**config.mk**
```make
export PLATFORM = sky130hd
export DESIGN_NAME = cache_class_mask_control
export DESIGN_NICKNAME = d
export VERILOG_FILES = /design/src/logic/cmc_pkg.sv /design/src/logic/reset_sync.sv /design/src/logic/mask_store.sv /design/src/logic/cache_class_mask_control.sv
export SDC_FILE = /design/constraint.sdc
export NUM_CORES = 1
export LEC_CHECK = 0
export ABC_AREA = 1
export BUFFER_PORTS_ARGS = -buffer_cell sky130_fd_sc_hd__buf_2
export CORE_MARGIN = 4
export CORE_UTILIZATION = 50
export DETAILED_ROUTE_END_ITERATION = 10
export GPL_TIMING_DRIVEN = 0
export PLACE_DENSITY = 0.69
export SLEW_MARGIN = 20
export SYNTH_ARGS = -nofsm -noshare
export SYNTH_HDL_FRONTEND = slang
export SYNTH_HIERARCHICAL = 1
export SYNTH_SLANG_ARGS = --single-unit
```
**constraint.sdc**
```tcl
create_clock -name mclk_i -period 12.8 [get_ports mclk_i]
set_input_delay 1.28 -clock mclk_i [delete_from_list [all_inputs] [get_ports mclk_i]]
set_output_delay 1.28 -clock mclk_i [all_outputs]
set_load 0.02 [all_outputs]
```
**src/logic/cmc_pkg.sv**
```systemverilog
// Shared constants for the class-of-service cache mask control block
package cmc_pkg;

    ////////////////////////////////////////////////////////////////////////
    // Register port geometry
    localparam int unsigned ADDR_W = 12;
    localparam int unsigned DATA_W = 64;

    ////////////////////////////////////////////////////////////////////////
    // Register addresses
    localparam logic [11:0] ASSOC_ADDR     = 12'hC8F;  // thread_class_assoc_reg
    localparam logic [11:0] SPLIT_CFG_ADDR = 12'hC81;  // l3_split_config_reg
    localparam logic [11:0] MASK_BASE_ADDR = 12'hC90;  // l3_capacity_mask_0

    ////////////////////////////////////////////////////////////////////////
    // Field layouts
    localparam int unsigned CLASS_LSB     = 32;  // service_class_field low bit
    localparam int unsigned CLASS_W       = 32;  // service_class_field width
    localparam int unsigned SPLIT_EN_BIT  = 0;   // code_data_split enable
    localparam int unsigned CAP_FIELD_W   = 16;  // largest class capability field

    ////////////////////////////////////////////////////////////////////////
    // Reset values
    localparam logic [31:0] CLASS_RESET    = 32'h0000_0000;
    localparam logic        SPLIT_RESET    = 1'b0;
    localparam logic [15:0] FAULT_CODE     = 16'h0000;  // general_protection_fault code

endpackage

```
**src/logic/reset_sync.sv**
```systemverilog
// Two-stage release synchroniser for the asynchronous active-low reset
module reset_sync (
    // Clock and raw reset
    input  wire logic mclk_i,
    input  wire logic resetn_i,
    // Synchronised reset
    output logic      rst_n_o
);

    logic [1:0] sync_q;
    logic [1:0] sync_d;

    // Shift a one in behind the release; assertion stays asynchronous
    always_comb begin
        sync_d = {sync_q[0], 1'b1};
    end

    always_ff @(posedge mclk_i or negedge resetn_i) begin
        if (!resetn_i) begin
            sync_q <= 2'h0;
        end else begin
            sync_q <= sync_d;
        end
    end

    assign rst_n_o = sync_q[1];

endmodule

```
**src/logic/mask_store.sv**
```systemverilog
// Capacity mask array with one write port and two read ports
module mask_store #(
    parameter int unsigned N     = 16,
    parameter int unsigned W     = 16,
    parameter int unsigned IDX_W = 4
) (
    // Clock and reset
    input  wire logic             mclk_i,
    input  wire logic             rst_n_i,
    // Write port
    input  wire logic             we_i,
    input  wire logic [IDX_W-1:0] widx_i,
    input  wire logic [W-1:0]     wdata_i,
    // Register read port
    input  wire logic [IDX_W-1:0] ridx_a_i,
    output logic      [W-1:0]     rdata_a_o,
    // Fill lookup port
    input  wire logic [IDX_W-1:0] ridx_b_i,
    output logic      [W-1:0]     rdata_b_o
);

    logic [W-1:0] mask_q [N];
    logic [W-1:0] mask_d [N];

    // Only the bus write changes a mask; idle, power and interrupt events never do
    always_comb begin
        mask_d = mask_q;
        if (we_i && (32'(widx_i) < N)) begin
            mask_d[widx_i] = wdata_i;
        end
    end

    // Every mask opens the whole cache after reset
    always_ff @(posedge mclk_i or negedge rst_n_i) begin
        if (!rst_n_i) begin
            for (int i = 0; i < N; i++) begin
                mask_q[i] <= '1;
            end
        end else begin
            mask_q <= mask_d;
        end
    end

    // Out-of-range indices read zero on the register port and all ones on the fill port
    assign rdata_a_o = (32'(ridx_a_i) < N) ? mask_q[ridx_a_i] : '0;
    assign rdata_b_o = (32'(ridx_b_i) < N) ? mask_q[ridx_b_i] : '1;

endmodule

```
**src/logic/cache_class_mask_control.sv**
```systemverilog
// Class-of-service association and capacity mask control for cache fills
//
// Chosen here: strobed register access and the address map.

// Notes on behaviour
// Writes changing reserved bits raise a general protection fault, code zero.
// Any mask access above the enumerated class maximum faults.
// Writing a class above the largest maximum of all resources faults.
// Reading the association register returns the thread's current class.
// Reading mask n returns the mask currently held for entry n.
// All registers are readable and writable at any time, no quiescing.
// Software uses only lower-half classes while split mode is on.
// Association contents survive deep idle state entry and exit.
// Mask contents survive package idle entry and exit.
// System management interrupt delivery leaves association and masks unchanged.
// Powered-off cache portions ignore the masks; power control wins.
// After power-up new fills follow the masks; old lines may be gone.
// Shared mode maps each class to one mask for code and data.
// Split mode gives each class a code mask and a data mask.
// Software writes all ones to every mask before toggling split mode.
// Software checks only split-valid classes are used before enabling.
// Software moves all threads to class zero before toggling split mode.
// A class number means the same in both modes; only mapping changes.
// A management handler may switch to a reserved class and back.
// Split mode: data mask at index 2n, code mask at 2n plus one.
// Config bit 0 enables split mode; setting bits 63:1 faults.
// Reset clears config to zero and sets every mask to all ones.
// The class field sits in bits 63:32 of the association register.
// Each fill picks the thread's class mask, code or data in split mode.
module cache_class_mask_control #(
    parameter int unsigned NUM_THREADS   = 2,
    parameter int unsigned NUM_CLASSES   = 16,
    parameter int unsigned OTHER_CLASSES = 16,
    parameter int unsigned MASK_W        = 16,
    // Thread index width follows the thread count; not for override
    localparam int unsigned TID_W        = (NUM_THREADS > 1) ? $clog2(NUM_THREADS) : 1
) (
    // Clock and reset
    input  wire logic                      mclk_i,
    input  wire logic                      resetn_i,
    // Register port
    input  wire logic [cmc_pkg::ADDR_W-1:0] reg_addr_i,
    input  wire logic [cmc_pkg::DATA_W-1:0] reg_wdata_i,
    input  wire logic                      reg_wr_i,
    input  wire logic                      reg_rd_i,
    input  wire logic [TID_W-1:0]          reg_thread_i,
    output logic      [cmc_pkg::DATA_W-1:0] reg_rdata_o,
    output logic                           gp_fault_o,
    output logic      [15:0]               fault_code_o,
    // Capability
    output logic      [15:0]               cap_max_class_o,
    // Power and mode events
    input  wire logic                      deep_idle_i,
    input  wire logic                      pkg_idle_i,
    input  wire logic                      smi_i,
    input  wire logic [MASK_W-1:0]         ways_off_i,
    // Cache fill request
    input  wire logic                      fill_req_i,
    input  wire logic [TID_W-1:0]          fill_thread_i,
    input  wire logic                      fill_code_i,
    // Cache fill answer
    output logic                           fill_valid_o,
    output logic      [MASK_W-1:0]         fill_ways_o,
    // Mode status
    output logic                           split_en_o
);

    ////////////////////////////////////////////////////////////////////////
    // Derived sizes
    // One store entry per class; split mode only re-indexes them
    localparam int unsigned IDX_W = (NUM_CLASSES > 1) ? $clog2(NUM_CLASSES) : 1;
    localparam int unsigned ALL_CLASSES =
        (NUM_CLASSES > OTHER_CLASSES) ? NUM_CLASSES : OTHER_CLASSES;
    // Largest class of this cache, as the capability field shows
    localparam logic [15:0] L3_MAX  = 16'(NUM_CLASSES - 1);
    // Largest class of any resource; the association accepts it
    // even where this cache holds no mask for it
    localparam logic [31:0] ALL_MAX = 32'(ALL_CLASSES - 1);

    ////////////////////////////////////////////////////////////////////////
    // Reset release
    // Entry is asynchronous; exit waits two edges so that no
    // flop sees the release close to a clock edge
    logic rst_n;

    reset_sync u_reset_sync (
        .mclk_i   (mclk_i),
        .resetn_i (resetn_i),
        .rst_n_o  (rst_n)
    );

    ////////////////////////////////////////////////////////////////////////
    // Architectural state
    // One class per thread; the split flag is shared by all threads
    logic [cmc_pkg::CLASS_W-1:0] class_q [NUM_THREADS];
    logic [cmc_pkg::CLASS_W-1:0] class_d [NUM_THREADS];
    logic                        split_q;
    logic                        split_d;

    ////////////////////////////////////////////////////////////////////////
    // Address decode
    // One port serves all threads; reg_thread_i picks the copy
    logic [cmc_pkg::ADDR_W-1:0] mask_off;
    logic                       hit_assoc;
    logic                       hit_cfg;
    logic                       hit_mask_rng;
    logic                       mask_in_cap;

    // Mask window starts at the base; its length follows the class count.
    // Below the base the offset wraps, so it only counts together
    // with the range test.
    always_comb begin
        mask_off     = reg_addr_i - cmc_pkg::MASK_BASE_ADDR;
        hit_assoc    = (reg_addr_i == cmc_pkg::ASSOC_ADDR);
        hit_cfg      = (reg_addr_i == cmc_pkg::SPLIT_CFG_ADDR);
        hit_mask_rng = (reg_addr_i >= cmc_pkg::MASK_BASE_ADDR);
        mask_in_cap  = hit_mask_rng && ({4'h0, mask_off} <= L3_MAX);
    end

    ////////////////////////////////////////////////////////////////////////
    // Write checks
    logic [cmc_pkg::CLASS_W-1:0] wr_class;
    logic                        assoc_bad;
    logic                        cfg_bad;
    logic                        mask_bad;
    logic                        wr_fault;
    logic                        rd_fault;
    logic                        wr_ok;

    // A faulting write leaves every register as it was.
    // Mask bits above MASK_W have no ways behind them: reserved.
    always_comb begin
        wr_class  = reg_wdata_i[cmc_pkg::CLASS_LSB +: cmc_pkg::CLASS_W];
        // Low half is reserved here; any set bit is a change from zero
        assoc_bad = (reg_wdata_i[cmc_pkg::CLASS_LSB-1:0] != '0)
                  || (wr_class > ALL_MAX);
        cfg_bad   = (reg_wdata_i[cmc_pkg::DATA_W-1:1] != '0);
        mask_bad  = (reg_wdata_i[cmc_pkg::DATA_W-1:MASK_W] != '0)
                  || !mask_in_cap;
        if (hit_assoc) begin
            wr_fault = assoc_bad;
        end else if (hit_cfg) begin
            wr_fault = cfg_bad;
        end else if (hit_mask_rng) begin
            wr_fault = mask_bad;
        end else begin
            // Nothing lives here; a silent drop would hide bugs
            wr_fault = 1'b1;
        end
        // Reads fault only on an address that holds nothing
        rd_fault = !(hit_assoc || hit_cfg || mask_in_cap);
        wr_ok    = reg_wr_i && !wr_fault;
    end

    ////////////////////////////////////////////////////////////////////////
    // Association and configuration next state
    // Idle and interrupt inputs are deliberately absent: state rides through them
    always_comb begin
        class_d = class_q;
        split_d = split_q;
        // Only the addressed thread moves
        if (wr_ok && hit_assoc) begin
            class_d[reg_thread_i] = wr_class;
        end
        // One write re-maps every thread at once
        if (wr_ok && hit_cfg) begin
            split_d = reg_wdata_i[cmc_pkg::SPLIT_EN_BIT];
        end
    end

    // Everything starts in class zero with split mode off
    always_ff @(posedge mclk_i or negedge rst_n) begin
        if (!rst_n) begin
            for (int i = 0; i < NUM_THREADS; i++) begin
                class_q[i] <= cmc_pkg::CLASS_RESET;
            end
            split_q <= cmc_pkg::SPLIT_RESET;
        end else begin
            class_q <= class_d;
            split_q <= split_d;
        end
    end

    ////////////////////////////////////////////////////////////////////////
    // Mask array
    logic [IDX_W-1:0]  fill_idx;
    logic [MASK_W-1:0] reg_mask;
    logic [MASK_W-1:0] fill_mask_raw;

    // Masks are only touched by bus writes, so idle and interrupt pass freely.
    // Port a serves reads, port b serves fills: they never wait on
    // each other. Faulting writes never reach the store.
    mask_store #(
        .N     (NUM_CLASSES),
        .W     (MASK_W),
        .IDX_W (IDX_W)
    ) u_mask_store (
        .mclk_i    (mclk_i),
        .rst_n_i   (rst_n),
        .we_i      (wr_ok && hit_mask_rng),
        .widx_i    (mask_off[IDX_W-1:0]),
        .wdata_i   (reg_wdata_i[MASK_W-1:0]),
        .ridx_a_i  (mask_off[IDX_W-1:0]),
        .rdata_a_o (reg_mask),
        .ridx_b_i  (fill_idx),
        .rdata_b_o (fill_mask_raw)
    );

    ////////////////////////////////////////////////////////////////////////
    // Read data and fault answer
    logic [cmc_pkg::DATA_W-1:0] rdata_q;
    logic [cmc_pkg::DATA_W-1:0] rdata_d;
    logic                       fault_q;
    logic                       fault_d;

    // Read data stands for exactly one cycle, zero otherwise.
    // A faulting read returns zero so no stale mask leaks out.
    always_comb begin
        rdata_d = '0;
        if (reg_rd_i && !rd_fault) begin
            if (hit_assoc) begin
                rdata_d[cmc_pkg::CLASS_LSB +: cmc_pkg::CLASS_W] =
                    class_q[reg_thread_i];
            end else if (hit_cfg) begin
                // Only the enable bit exists; the rest reads zero
                rdata_d[cmc_pkg::SPLIT_EN_BIT] = split_q;
            end else begin
                rdata_d[MASK_W-1:0] = reg_mask;
            end
        end
        fault_d = (reg_wr_i && wr_fault) || (reg_rd_i && rd_fault);
    end

    // Answer flops: one cycle behind the strobe
    always_ff @(posedge mclk_i or negedge rst_n) begin
        if (!rst_n) begin
            rdata_q <= '0;
            fault_q <= 1'b0;
        end else begin
            rdata_q <= rdata_d;
            fault_q <= fault_d;
        end
    end

    // Data outputs come straight from flops
    assign reg_rdata_o  = rdata_q;
    assign gp_fault_o   = fault_q;
    assign fault_code_o = cmc_pkg::FAULT_CODE;

    ////////////////////////////////////////////////////////////////////////
    // Fill mask selection
    logic [cmc_pkg::CLASS_W-1:0] fill_class;
    logic [cmc_pkg::CLASS_W:0]   fill_wide;
    logic                        fill_in_rng;
    logic [MASK_W-1:0]           fill_mask;
    logic                        fvalid_q;
    logic                        fvalid_d;
    logic [MASK_W-1:0]           fways_q;
    logic [MASK_W-1:0]           fways_d;

    // Class meaning never changes; only the mask index does.
    // Split mode: data at the even index, code at the odd one.
    // Upper-half classes then land beyond the store and get all
    // ways; software keeps out of them, so fills never fault.
    always_comb begin
        fill_class = class_q[fill_thread_i];
        if (split_q) begin
            fill_wide = {fill_class, fill_code_i};
        end else begin
            fill_wide = {1'b0, fill_class};
        end
        // Full-width compare so no high class bit is lost
        fill_in_rng = (fill_wide <= 33'(L3_MAX));
        fill_idx    = fill_wide[IDX_W-1:0];
        // A class beyond this cache's masks is left unrestricted
        fill_mask   = fill_in_rng ? fill_mask_raw : '1;
        fvalid_d    = fill_req_i;
        // Powered-off ways are never offered, whatever the mask says
        fways_d     = fill_req_i ? (fill_mask & ~ways_off_i) : '0;
    end

    // No backpressure: each request is answered one cycle later
    always_ff @(posedge mclk_i or negedge rst_n) begin
        if (!rst_n) begin
            fvalid_q <= 1'b0;
            fways_q  <= '0;
        end else begin
            fvalid_q <= fvalid_d;
            fways_q  <= fways_d;
        end
    end

    // Fill answer, mode status and fixed capability
    assign fill_valid_o    = fvalid_q;
    assign fill_ways_o     = fways_q;
    assign split_en_o      = split_q;
    assign cap_max_class_o = L3_MAX;

    // deep_idle_i, pkg_idle_i and smi_i need no logic: nothing here loses state.
    // All state sits in flops that stay powered through idle, and
    // an interrupt has no path into them. A cache that powers them
    // down would need a save and restore here.

endmodule

```
==> impl_metrics.csv <==
group,metric,value,unit
run_status,outcome,"finished clean",
logic_synthesis,syn_area_per_cell,7.24,um^2
logic_synthesis,synth_top_area_frac,0.315,
cells_and_area,utilization,0.589,
logic_synthesis,ys_warn_count,6,
power,clkPwrFrac,0.464,
sta,fin_worst_skew,0.0338,ns
worst_setup_path,setup.worst_path.start,"reg_addr_i[0]",
placement,routabilityCongestion,1.04,
sta,min_period_over_period,0.331,
grt,grt_pass1_wl,135000,um
clock_tree,numCtsBuffers,44,
worst_setup_path,crit_path_start_kind,"input pin",
drt,drc,0,
grt,antenna_found_initial,0,
grt,grt_max_degree,64,
drt,antenna_left,0,
placement,post-place-ws,8.11,ns
placement,portBuffers,165,
power,internal_power,0.00215,W
logic_synthesis,synth-edff-count,0,
logic_synthesis,synthSimpleGateAreaFrac,0.316,
logic_synthesis,netlist.top_cell.by_area,"dfstp_2",
hold_path,worstHoldEndpoint,"u_reset_sync/sync_q[1]",
worst_setup_path,end_kind,"flip-flop",
cells_and_area,fill_cells,3939,
clock_tree,cts.repair.resized,0,
floorplanning,pin_count,218,
clock_tree,cts_tree,"done",
logic_synthesis,synth_cells,2946,
power,p_switching,0.000826,W
grt,grt-ovfl-total,0,
sta,slew-limit-headroom,0.224,
worst_setup_path,r2r_start,"split_en_o",
drt,viasPerCell,5.72,
logic_synthesis,synth_xor_area_frac,0,
placement,hpwlAfterDp,67300,um
power,power_leakage,12.2,nW
clock_tree,cts_root_buffer,"clkbuf_16",
cells_and_area,drive_gt1_frac,0.216,
floorplanning,die-area,0.0460,mm^2
clock_tree,holdBufCountCts,0,
clock_tree,post_cts_buffers,0,
clock_tree,numClockSinks,389,
worst_setup_path,worstPathRequired,13.29,ns
logic_synthesis,ys_types,39,
logic_synthesis,synth_fa_ha_area_frac,0,
grt,first_global_vias,20800,
clock_tree,insertion_delay,0.61,ns
cells_and_area,nets,3313,
logic_synthesis,synth.area.mux_share,0.000469,
drt,wl,91300,um
sta,worstMarginPinSlew,1.16,ns
power,seq_power_share,0.417,
worst_setup_path,r2r_end,"fill_ways_o[14]",
drt,drt_first_pass_iters,6,
logic_synthesis,synth_top_family_by_area,"simple AND/OR/NAND/NOR gates",
worst_setup_path,r2r_cells,9,
clock_tree,path_clk_slew,0.06,ns
drt,num_vias,21600,
worst_setup_path,critical_path_class,"in -> reg",
sta,period_needed,4.24,ns
sta,max_freq,236,MHz
sta,fin_ws,8.56,ns
worst_setup_path,worstPathArrival,4.72,ns
power,p_comb_frac,0.119,
clock_tree,cts.path.max_buffers,3,
floorplanning,die_w,214,um
sta,rsz0062_at_grt,"false",
hold_path,hp-class,"reg -> reg",
clock_tree,cts_max_level,2,
floorplanning,die_h,214,um
logic_synthesis,synth_area_leaders,"dfstp_2 32%, nand2_1 17%, dfrtp_1 16%, nand3_1 11%, inv_1 6.8%",
drt,wire_per_inst,24.1,um
sta,setup_viol,0,
drt,drt-initial-drc-count,2921,
sta,final-max-slew-violation-count,0,
hold_path,worst_hold_path.num_cells,0,
sta,hold_ws,0.351,ns
run,maxCapViolCount,0,
cells_and_area,multiInputGateArea,0.00873,mm^2
grt,grt.total_usage,0.389,
floorplanning,start_util,0.507,
logic_synthesis,synth_compound_area_frac,0.0846,
logic_synthesis,netlist_area,0.0213,mm^2
cells_and_area,layout_common_cells,"991 x nand2_1, 464 x nand3_1, 388 x inv_1",
cells_and_area,regArea,0.0101,mm^2
logic_synthesis,synthFlopType,"dfstp_2",
power,ir_worst_vdd,103,uV
worst_setup_path,crit_path_max_fanout,10,
cells_and_area,syn2layout_area_growth,16.2,%
power,p_per_area,120,mW/mm^2
cells_and_area,final_common_cell,"nand2_1",
power,swShare,0.277,
hold_path,hold_start,"u_reset_sync/sync_q[0]",
worst_setup_path,r2r_setup_slack,9.50,ns
floorplanning,core,0.0420,mm^2
logic_synthesis,async_flop_share,1.00,
logic_synthesis,ys_seq_elements,389,
logic_synthesis,ys_seq_area_frac,0.472,
sta,finalHoldViolations,0,
cells_and_area,diodes,0,
floorplanning,rows,75,
[registers in the layout, indices dropped and copies added, names as in the netlist]
signal	count
class_q	64
fill_valid_o	1
fill_ways_o	16
gp_fault_o	1
reg_rdata_o	48
split_en_o	1
u_mask_store/mask_q	256
u_reset_sync/sync_q	2
[worst max-delay path by stage]
stage / slack, ns / depth (start not counted) / end
2_1_floorplan: 1.60 / 0 / class_q[0]
3_3_place_gp: -2.41 / 0 / reg_rdata_o[3]
3_5_place_dp: 8.11 / 14 / u_mask_store/mask_q[106]
4_1_cts: 8.72 / 14 / u_mask_store/mask_q[106]
5_1_grt: 8.39 / 14 / u_mask_store/mask_q[106]
6_report: 8.56 / 14 / u_mask_store/mask_q[106]
[critical path, stage by stage]
cell      delay [ns]
buf_2           0.21
nand2_1         0.08
nor2_1          0.15
nand3_2         0.15
inv_2           0.14
nand3_1         0.11
nand3_1         0.11
nand2_1         0.08
nor3b_1         0.88
nand2_1         0.15
nor2_2          0.42
nand2_1         0.37
clkbuf_1        0.32
o21ai_0         0.24
[routing by layer]
metal  routed length, um  track usage
met1               36300        0.533
met2               38400        0.574
met3               11500        0.112
met4                5110        0.177
met5                   0            0
[logic make-up after synthesis]
group                  after synthesis
other                                3
AO/OA/AOI/OAI                      330
AND/OR/NAND/NOR                   1596
buffers and inverters              627
flip-flops                         389
multiplexers                         1
[through the flow]
stage | power [W] | instance area, um^2 | instances | TNS, ns
global route | 0.00306 | 24800 | 3784 | 0
global placement | 0.00159 | 23000 | 3696 | -312.26
CTS | 0.00298 | 24800 | 3784 | 0
finish | 0.00298 | 24800 | 3784 | 0
detailed placement | 0.00160 | 23200 | 3703 | 0
floorplan | 0.00145 | 21500 | 2992 | 0
[synthesized netlist by cell type (2+ instances only)]
cell type,instances
a211oi_1,2
nand2_2,3
o31ai_1,2
a21oi_1,19
buf_2,94
o21ai_0,260
buf_4,50
dfrtp_1,133
nor2_1,106
nand2_1,991
inv_2,4
nor3_1,8
inv_1,388
o21ai_1,21
nor2_2,4
a22oi_1,2
clkbuf_2,4
nand3_1,464
buf_6,6
conb_1,3
nand4_1,2
nor2_4,3
a211oi_2,11
nand4_4,2
dfstp_2,256
o21ai_2,10
clkbuf_1,68
nand3_2,4
buf_1,13
nor4_1,4
[power groups by stage]
| stage | sequential (W) | combinational (W) | clock, W |
|---|---|---|---|
| finish | 0.00124 | 0.000355 | 0.00138 |
| global route | 0.00124 | 0.000372 | 0.00145 |
| CTS | 0.00124 | 0.000340 | 0.00140 |
| detailed placement | 0.00126 | 0.000339 | 0 |
| global placement | 0.00128 | 0.000308 | 0 |
| floorplan | 0.00128 | 0.000170 | 0 |
[area by class of cell]
type,instances,share of cell area
Buffer,235,0.0500
Timing Repair Buffer,172,0.0408
Multi-Input combinational cell,1976,0.352
Clock inverter,27,0.0168
Sequential cell,389,0.406
Inverter,392,0.0594
Tap cell,539,0.0272
Clock buffer,54,0.0472
Power figures use the tool's default switching activity.
